===== config.mk =====
export PLATFORM = sky130hd
export DESIGN_NAME = psc_config_port
export DESIGN_NICKNAME = d
export VERILOG_FILES = /design/src/core/psc_pkg.sv /design/src/core/psc_config_port.sv
export VERILOG_INCLUDE_DIRS = /design/src /design/src/core
export SDC_FILE = /design/constraint.sdc
export NUM_CORES = 1
export LEC_CHECK = 0
export BUFFER_PORTS_ARGS = -buffer_cell sky130_fd_sc_hd__buf_2
export CAP_MARGIN = 20
export CORE_UTILIZATION = 55
export CTS_CLUSTER_DIAMETER = 40
export DETAILED_ROUTE_END_ITERATION = 10
export HOLD_SLACK_MARGIN = 0.02
export PLACE_DENSITY = 0.77
export RECOVER_POWER = 100
export SLEW_MARGIN = 15
export SYNTH_ARGS = -nofsm -noshare
export SYNTH_HDL_FRONTEND = slang
export SYNTH_SLANG_ARGS = --single-unit

===== constraint.sdc =====
create_clock -name clock -period 2.7 [get_ports clock]
set_input_delay 0.135 -clock clock [delete_from_list [all_inputs] [get_ports clock]]
set_output_delay 0.135 -clock clock [all_outputs]
set_load 0.02 [all_outputs]

===== src/core/psc_regs.svh =====
// Purpose: timing and layout constants for the passive serial config port
// Assumes: system clock of 10 MHz (100 ns period)
// Notes: times in their own unit, cycle counts derived from them
`ifndef PSC_REGS_SVH
`define PSC_REGS_SVH

`define PSC_CLK_PERIOD_NS 100
// power-on hold-off of the status line (status low pulse, in us)
`define PSC_POR_DELAY_US 268
`define PSC_POR_CYCLES (((`PSC_POR_DELAY_US * 1000) + `PSC_CLK_PERIOD_NS - 1) / `PSC_CLK_PERIOD_NS)
// status low time after a request release
`define PSC_STATUS_LOW_US 268
`define PSC_STATUS_CYCLES (((`PSC_STATUS_LOW_US * 1000) + `PSC_CLK_PERIOD_NS - 1) / `PSC_CLK_PERIOD_NS)
`define PSC_CNT_W 16
`define PSC_BIT_IDX_W 3
`define PSC_BYTE_LAST_BIT 3'h7
// falling edges of the serial clock needed after done
`define PSC_INIT_EDGES 2'h2
`define PSC_LEN_W 24
`define PSC_DEFAULT_LEN 24'h000010

`endif


===== src/core/psc_pkg.sv =====
// Purpose: types for the passive serial config port
// Assumes: nothing beyond the regs header
// Notes: one-hot state codes
package psc_pkg;
    typedef enum logic [5:0] {
        PSC_ST_POR     = 6'h01,
        PSC_ST_RESET   = 6'h02,
        PSC_ST_STATUS  = 6'h04,
        PSC_ST_LOAD    = 6'h08,
        PSC_ST_INIT    = 6'h10,
        PSC_ST_USER    = 6'h20
    } psc_state_t;
endpackage


===== src/core/psc_config_port.sv =====
// Purpose: device side of a passive serial configuration port
// Assumes: host clock and pins are asynchronous, sampled by clock
// Notes: bitstream length is a top parameter in bytes
// Behaviour
// RULE1 - In user mode the request, status and done lines all stand high.
// RULE2 - A low request line takes the device out of user mode into a new configuration cycle.
// RULE3 - After power-up the status line is held low for the whole power-on delay.
// RULE4 - The done line is low from power-up, before and throughout configuration.
// RULE5 - The host keeps the serial clock at a fixed level after configuration.
// RULE6 - After configuration the data pin is released as a general-purpose pin.
// RULE7 - The host sends the complete bitstream with nothing left out.
// RULE8 - The done line is released high only after all data has arrived.
// RULE9 - The host gives two falling serial clock edges after done to start initialization.
// RULE10 - When enabled, the init-complete output stays low until initialization ends.
// RULE11 - Data is sampled on each rising serial clock edge, least significant bit first.
// RULE12 - The host waits for status high before clocking and restarts if status drops. The host model waits but never watches status while clocking.
`include "psc_regs.svh"

module psc_config_port #(
    parameter logic [`PSC_LEN_W-1:0] BITSTREAM_BYTES = `PSC_DEFAULT_LEN,
    parameter logic [`PSC_CNT_W-1:0] POR_CYCLES = `PSC_CNT_W'(`PSC_POR_CYCLES),
    parameter logic [`PSC_CNT_W-1:0] STATUS_CYCLES = `PSC_CNT_W'(`PSC_STATUS_CYCLES)
) (
    input wire logic clock,
    input wire logic srst,
    input wire logic config_request_n,
    input wire logic config_serial_clock,
    input wire logic config_serial_data,
    input wire logic init_done_enable,
    output logic config_status_n_out,
    output logic config_status_n_oe_n,
    output logic config_done_out,
    output logic config_done_oe_n,
    output logic init_done_out,
    output logic init_done_oe_n,
    output logic user_io_release,
    output logic [7:0] cfg_byte,
    output logic cfg_byte_valid,
    output logic user_mode
);
    // two-stage synchronisers; the first stage feeds only the second
    logic [1:0] req_sync;
    logic [1:0] sck_sync;
    logic [1:0] dat_sync;
    logic sck_prev;

    always_ff @(posedge clock)
    begin
        req_sync <= {req_sync[0], config_request_n};
        sck_sync <= {sck_sync[0], config_serial_clock};
        dat_sync <= {dat_sync[0], config_serial_data};
        sck_prev <= sck_sync[1];
    end

    wire logic req_n = req_sync[1];
    wire logic sck_rise = sck_sync[1] & ~sck_prev;
    wire logic sck_fall = ~sck_sync[1] & sck_prev;

    psc_pkg::psc_state_t state;
    psc_pkg::psc_state_t next_state;
    logic [`PSC_CNT_W-1:0] cnt;
    logic [`PSC_CNT_W-1:0] next_cnt;
    logic [7:0] shreg;
    logic [7:0] next_shreg;
    logic [`PSC_BIT_IDX_W-1:0] bit_idx;
    logic [`PSC_BIT_IDX_W-1:0] next_bit_idx;
    logic [`PSC_LEN_W-1:0] bytes;
    logic [`PSC_LEN_W-1:0] next_bytes;
    logic [1:0] edges;
    logic [1:0] next_edges;
    logic init_en;
    logic next_init_en;
    logic [7:0] next_cfg_byte;
    logic next_cfg_byte_valid;

    always_comb
    begin
        next_state = state;
        next_cnt = cnt;
        next_shreg = shreg;
        next_bit_idx = bit_idx;
        next_bytes = bytes;
        next_edges = edges;
        next_init_en = init_en;
        next_cfg_byte = cfg_byte;
        next_cfg_byte_valid = 1'b0;
        unique case (state)
            psc_pkg::PSC_ST_POR:
            begin
                // status held low for the whole power-on delay [RULE3]
                if (cnt >= POR_CYCLES - 1'b1)
                begin
                    next_state = psc_pkg::PSC_ST_RESET;
                    next_cnt = '0;
                end
                else
                begin
                    next_cnt = cnt + 1'b1;
                end
            end
            psc_pkg::PSC_ST_RESET:
            begin
                // a held-low request line keeps the device in reset [RULE2]
                if (req_n)
                begin
                    next_state = psc_pkg::PSC_ST_STATUS;
                    next_cnt = '0;
                end
            end
            psc_pkg::PSC_ST_STATUS:
            begin
                if (!req_n)
                begin
                    next_state = psc_pkg::PSC_ST_RESET;
                end
                else if (cnt >= STATUS_CYCLES - 1'b1)
                begin
                    next_state = psc_pkg::PSC_ST_LOAD;
                    next_bit_idx = '0;
                    next_bytes = '0;
                    next_init_en = init_done_enable;
                end
                else
                begin
                    next_cnt = cnt + 1'b1;
                end
            end
            psc_pkg::PSC_ST_LOAD:
            begin
                if (!req_n)
                begin
                    next_state = psc_pkg::PSC_ST_RESET;
                end
                else if (sck_rise)
                begin
                    // lsb first, one bit per rising edge [RULE11]
                    next_shreg = {dat_sync[1], shreg[7:1]};
                    next_bit_idx = bit_idx + 1'b1;
                    if (bit_idx == `PSC_BYTE_LAST_BIT)
                    begin
                        next_cfg_byte = {dat_sync[1], shreg[7:1]};
                        next_cfg_byte_valid = 1'b1;
                        next_bytes = bytes + 1'b1;
                        // done only once every byte is in [RULE8]
                        if (bytes + 1'b1 == BITSTREAM_BYTES)
                        begin
                            next_state = psc_pkg::PSC_ST_INIT;
                            next_edges = '0;
                        end
                    end
                end
            end
            psc_pkg::PSC_ST_INIT:
            begin
                if (!req_n)
                begin
                    next_state = psc_pkg::PSC_ST_RESET;
                end
                else if (sck_fall)
                begin
                    // first fall only closes the last data bit, so two more must follow [RULE9]
                    if (edges == `PSC_INIT_EDGES)
                    begin
                        next_state = psc_pkg::PSC_ST_USER;
                    end
                    else
                    begin
                        next_edges = edges + 1'b1;
                    end
                end
            end
            psc_pkg::PSC_ST_USER:
            begin
                // request low leaves user mode [RULE2]
                if (!req_n)
                begin
                    next_state = psc_pkg::PSC_ST_RESET;
                end
            end
            default:
            begin
                next_state = psc_pkg::PSC_ST_POR;
                next_cnt = '0;
            end
        endcase
    end

    always_ff @(posedge clock)
    begin
        if (srst)
        begin
            state <= psc_pkg::PSC_ST_POR;
            cnt <= '0;
            shreg <= '0;
            bit_idx <= '0;
            bytes <= '0;
            edges <= '0;
            init_en <= 1'b0;
            cfg_byte <= '0;
            cfg_byte_valid <= 1'b0;
        end
        else
        begin
            state <= next_state;
            cnt <= next_cnt;
            shreg <= next_shreg;
            bit_idx <= next_bit_idx;
            bytes <= next_bytes;
            edges <= next_edges;
            init_en <= next_init_en;
            cfg_byte <= next_cfg_byte;
            cfg_byte_valid <= next_cfg_byte_valid;
        end
    end

    // pin drivers registered; oe_n low means driving, open drain pulls low only
    always_ff @(posedge clock)
    begin
        if (srst)
        begin
            config_status_n_out <= 1'b0;
            config_status_n_oe_n <= 1'b0;
            config_done_out <= 1'b0;
            config_done_oe_n <= 1'b0;
            init_done_out <= 1'b0;
            init_done_oe_n <= 1'b1;
            user_io_release <= 1'b0;
            user_mode <= 1'b0;
        end
        else
        begin
            config_status_n_out <= 1'b0;
            // status released once the hold-off ends [RULE3] [RULE1]
            config_status_n_oe_n <= (next_state == psc_pkg::PSC_ST_LOAD)
                || (next_state == psc_pkg::PSC_ST_INIT)
                || (next_state == psc_pkg::PSC_ST_USER);
            config_done_out <= 1'b0;
            // done low until the whole stream is in [RULE4] [RULE8] [RULE1]
            config_done_oe_n <= (next_state == psc_pkg::PSC_ST_INIT)
                || (next_state == psc_pkg::PSC_ST_USER);
            init_done_out <= 1'b0;
            // driven low only when enabled and in the init state, released otherwise [RULE10]
            init_done_oe_n <= !(next_init_en && next_state == psc_pkg::PSC_ST_INIT);
            // data pin handed to user logic after configuration [RULE6]
            user_io_release <= next_state == psc_pkg::PSC_ST_USER;
            user_mode <= next_state == psc_pkg::PSC_ST_USER;
        end
    end
endmodule


# Word-level counts from Yosys, hierarchy flattened

Cells that the tools add are included.

Flip-flop bits (word level): 80
Input bits: 6

Bitwise gates (word level): 8
Add/subtract/negate cells: 4
Equal/unequal tests: 23
Reductions and logical operators: 15
Multiplexer cells: 41
Order comparisons: 1

Operator list:

| operator                                              | number |
|---|---|
| 2-to-1 mux 24 bit                                     | 5 |
| 2-to-1 mux 6 bit                                      | 12 |
| 2-to-1 mux 16 bit                                     | 4 |
| one-hot mux 16 bit (4 select lines)                   | 1 |
| one-hot mux 24 bit (2 select lines)                   | 1 |
| one-hot mux 6 bit (6 select lines)                    | 1 |
| adder 24 x 1 -> 24 bit, second input constant         | 1 |
| == test 24 x 5 -> 1 bit, second input constant        | 1 |
| != test 2 bit, second input constant                  | 11 |
| adder 16 x 1 -> 16 bit, second input constant         | 1 |
| >= comparator 16 x 12 -> 1 bit, second input constant | 1 |
| 2-to-1 mux 2 bit                                      | 7 |
| == test 6 x 4 -> 1 bit, second input constant         | 2 |
| == test 6 x 5 -> 1 bit, second input constant         | 2 |
| == test 6 bit, second input constant                  | 2 |
| 2-to-1 mux 3 bit                                      | 4 |
| AND reduction 4 bit                                   | 2 |
| AND reduction 8 bit                                   | 1 |
| == test 6 x 1 -> 1 bit, second input constant         | 1 |
| == test 6 x 2 -> 1 bit, second input constant         | 1 |
| == test 6 x 3 -> 1 bit, second input constant         | 1 |
| NOT 1 bit                                             | 6 |
| one-hot mux 3 bit (2 select lines)                    | 1 |
| AND reduction 6 bit                                   | 1 |
| 15 further kinds                                      | 22 |

# Longest topological paths before layout

Word-level depth: 10
Depth in mapped cells: 11
Mapped depth without buffers: 9

# Worst setup path after synthesis

Ideal clock, no wire load.

Kind: register to register
Start point: register bytes[0]
End point: register edges[0]
Setup slack: 0.016 ns
Stages on the path, launching flop included: 10
Arrival time: 2.563 ns
Setup time: 0.121 ns
Data required time: 2.579 ns
Path through: dfxtp_1 > ha_1 > nand4_2 > or4_4 > nor2_2 > xnor2_1 > and4_4 > nand4b_1 > o22ai_1 > mux2_2

Longest elaborated chain between the ends: 4

Ends and longest elaborated chain:

| item                          | RTL line               | text |
|---|---|---|
| start: declaration            | psc_config_port.sv:67  | `` logic [`PSC_LEN_W-1:0] bytes; `` |
| start signal: assignment      | psc_config_port.sv:208 | `bytes <= next_bytes;` |
| adder 24 x 1 -> 24 bit        | psc_config_port.sv:145 | `if (bytes + 1'b1 == BITSTREAM_BYTES)` |
| == test 24 x 5 -> 1 bit       | psc_config_port.sv:145 |  |
| != test 2 bit (no line)       | -                      |  |
| AND reduction 8 bit (no line) | -                      |  |
| end signal: assignment        | psc_config_port.sv:209 | `edges <= next_edges;` |
| end: declaration              | psc_config_port.sv:69  | `logic [1:0] edges;` |

No other way between the ends.
A chain may end at the register's enable or synchronous reset.

# Final worst setup path

Start point: register bytes[5]
End point: register edges[1]

Same word-level chain as after synthesis.

==> results.md <==
- Most common cell in the netlist: dfxtp_1
- Met1 layer usage reported by global route: 0.343
- Reg2Reg Capture Point: edges[1]
- Hold Crit Depth: 3
- Clk buf depth: 2
- Vias per cell: 5.82
- Critical path class: reg -> reg
- YS warnings: 0
- VDD IR max: 0.000442 V
- GR Overflow Total: 0
- Comb pwr share: 0.021
- Type of element capturing the critical path: flop
- PD cells: 470 nW/µm²
- Leak pwr: 1.64 nW
- Mapped cell area: 4080 µm²
- Clock slew at reported path FFs: 0.09 ns
- Busiest grt layer: met2
- Distinct cells, synth: 72
- Worst path slowest cell: or4_4
- Die H: 88.1 µm
- Gp weighted congestion: 0.875
- Number of synthesized flops with an enable pin: 0
- Unrepaired setup endpoints after global routing: no
- IO Pins: 23
- Syn Area/Cell: 8.22 µm²
- # Post-CTS Setup Buffers: 0
- Hold_ws: 0.101 ns
- R2R setup slack: 0.09 ns
- Slew @ Worst Pin: 0.523 ns
- Synth area leader: dfxtp_1
- Yosys top cell area share: 0.388
- Largest net degree at the start of global routing: 50
- Wirelength, routed: 9090 µm
- H-tree depth: 3
- Global-route wire length before repair: 15200 µm
- Met2 usage: 0.396
- F_max: 383 MHz
- Switching power: 499 µW
- Internal power: 1.65 mW
- Sum Neg Setup Slack: 0 ns
- Die area: 7760 µm²
- DR vias: 3662
- R2r startpoint: bytes[5]
- Initial core utilization: 0.565
- Initial drt markers: 243
- Filler instances: 651
- Min-Delay Endpoint: init_en
- DRC viols: 0
- Gr usage total: 0.250
- Flops & latches, synth: 79
- Async S/R FF share, synth: 0
- Wirelength per Cell: 14.5 µm
- Sw Share: 0.233
- Reg2reg path depth: 8
- Core area: 7210 µm²
- Clock root buffer: clkbuf_8
- Initial antenna violation count: 0
- CTS Buf Count: 9
- Ranking of synthesized cells by area: dfxtp_1 (39%), a21oi_1 (6.4%), nand2_1 (5.3%)
- Startpoint class of the critical path: flop
- Die W: 88.1 µm
- Clock power share: 0.428
- M3 GR Usage: 0.0509
- CP peak stage delay: 0.60 ns
- Worst-skew pair later-pin latency: 0.35 ns
- Req. time, crit path: 2.95 ns
- Clk sinks: 79
- Final-report setup violation count: 0
- Ratio of cells with drive above 1 in the final layout: 0.143
- Ys flop type: dfxtp_1
- Max_cap viols: 0
- Tcrit/Tclk final: 0.968
- Post-synthesis sequential area ratio: 0.388
- Clock skew: 0.0112 ns
- Crit path max fanout: 8
- DP Area: 4330 µm²
- TritonRoute pass-1 iters: 5
- Hold Fails Final Rpt: 0
- Hold_sp: init_done_enable
- Clock tree from TritonCTS: yes
- Hold WC Path Type: in -> reg
- Critical Path AT: 2.86 ns
- # nets final: 536
- Port bufs: 19
- Max_slew headroom: 0.651
- Sequential power share: 0.551
- Synth-to-Final Area Change: 12.0%
- Critical path cell sequence: nand4_4, or4_4, nor2_2, xnor2_1, and4_4, nand4b_1, o22ai_2, mux2_2
- Clock period minus worst slack: 2.61 ns
- Syn Inst Count: 496
- Post-synth top cells: dfxtp_1 (79), nand2_1 (57), a21oi_1 (52), nor2_1 (49), o21ai_0 (26)
- Final Cell Area: 4560 µm²
- Vias in the first global route: 3242
- Final worst setup slack: 0.0865 ns
- Antenna Cells: 0
- Core Rows: 31
- Status: finished, final reports clean
- Pre-CTS setup slack: 0.0421 ns
- Post-route ant nets: 0
- PnR Total Power: 2.15 mW
- Pins over their slew limit: 0
- Post-DP HPWL: 6210 µm
[cells in the final DEF (no fill, tap or decap), types with 6 or more instances in the layout]
| cell type | count |
|---|---|
| nand3_1 | 22 |
| and3_1 | 7 |
| nand3b_1 | 8 |
| nand2b_1 | 6 |
| dfxtp_1 | 77 |
| clkbuf_8 | 10 |
| nand2_1 | 57 |
| clkbuf_1 | 16 |
| or3_1 | 6 |
| xnor2_1 | 8 |
| nand4_1 | 11 |
| nor2_1 | 49 |
| buf_4 | 25 |
| a21oi_1 | 52 |
| nor3_1 | 15 |
| o21ai_0 | 26 |
| inv_1 | 8 |
| xor2_1 | 12 |
[per-layer routing]
| metal | share of wire | wire length, µm | vias to the layer above |
|---|---|---|---|
| met2 | 0.48 | 4340 | 92 |
| met1 | 0.47 | 4280 | 1745 |
| met5 | 0 | 0 | - |
| met3 | 0.044 | 398 | 8 |
| li1 | - | - | 1817 |
| met4 | 0.0087 | 79 | 0 |
[cell type report]
type	count	area, µm²	share of cell area
tap	99	124	0.0271
clock buffer	10	138	0.0302
sequential	79	1580	0.347
multi-input combinational	376	2300	0.505
inverter	8	30.0	0.00658
timing repair buffer	51	318	0.0696
clock inverter	6	67.6	0.0148
[worst max path at each step]
stage	from	end	slack [ns]	cells past startpoint
floorplan	bytes[0]	edges[0]	0.02	9
global placement	bytes[0]	edges[0]	0.11	9
detailed placement	bytes[0]	edges[1]	0.04	9
CTS	bytes[1]	edges[1]	0.03	9
global route	bytes[5]	edges[0]	0.007	8
finish	bytes[5]	edges[1]	0.09	8
[critical path: cells and delay by family (launching register included)]
kind | cells | cell delay, ns
AOI/OAI and AO/OA | 1 | 0.18
xor gates and xnor gates | 1 | 0.16
muxes | 1 | 0.37
DFF | 1 | 0.50
and+or+nand+nor | 5 | 1.30
[state kept, by name, summed over array words and instances (netlist names), 2 cells and up]
signal and flops:
cnt 16, cfg_byte 8, bytes 24, req_sync 2, state 6, shreg 7
dat_sync 2, bit_idx 3, sck_sync 2, edges 2
[stage by stage]
stage,util,std cells
final,0.633,629
after global routing,0.633,629
after CTS,0.634,629
after detailed placement,0.600,609
after global placement,0.600,609
after floorplan,-,498
[power groups by stage]
stage               Clock, mW  Sequential (mW)  Combinational (mW)
finish                  0.919             1.18              0.0458
global route            0.993             1.18              0.0515
global placement            0             1.21              0.0411
CTS                     0.938             1.18              0.0461
floorplan                   0             1.21              0.0340
detailed placement          0             1.21              0.0415
[cells by family (layout without fill, tap and decap cells)]
group | after synthesis | in the layout | synth area share
other | 1 | 3 | 0.000920
muxes | 4 | 4 | 0.0104
and+or+nand+nor | 227 | 227 | 0.305
buffers and inverters | 43 | 75 | 0.0531
AOI/OAI and AO/OA | 117 | 117 | 0.184
DFF | 79 | 79 | 0.388
xor gates and xnor gates | 20 | 20 | 0.0430
adders and majority gates | 5 | 5 | 0.0154
[what timing repair did]
item | 4_1_cts | 5_1_grt
hold buffers | 4 | 0
endpoints found under the hold margin | 4 | 0
pin swaps | 0 | 2
setup endpoints to repair | 2 | 11
gates resized for setup | 1 | 6
(Power assumes the default switching activity.)
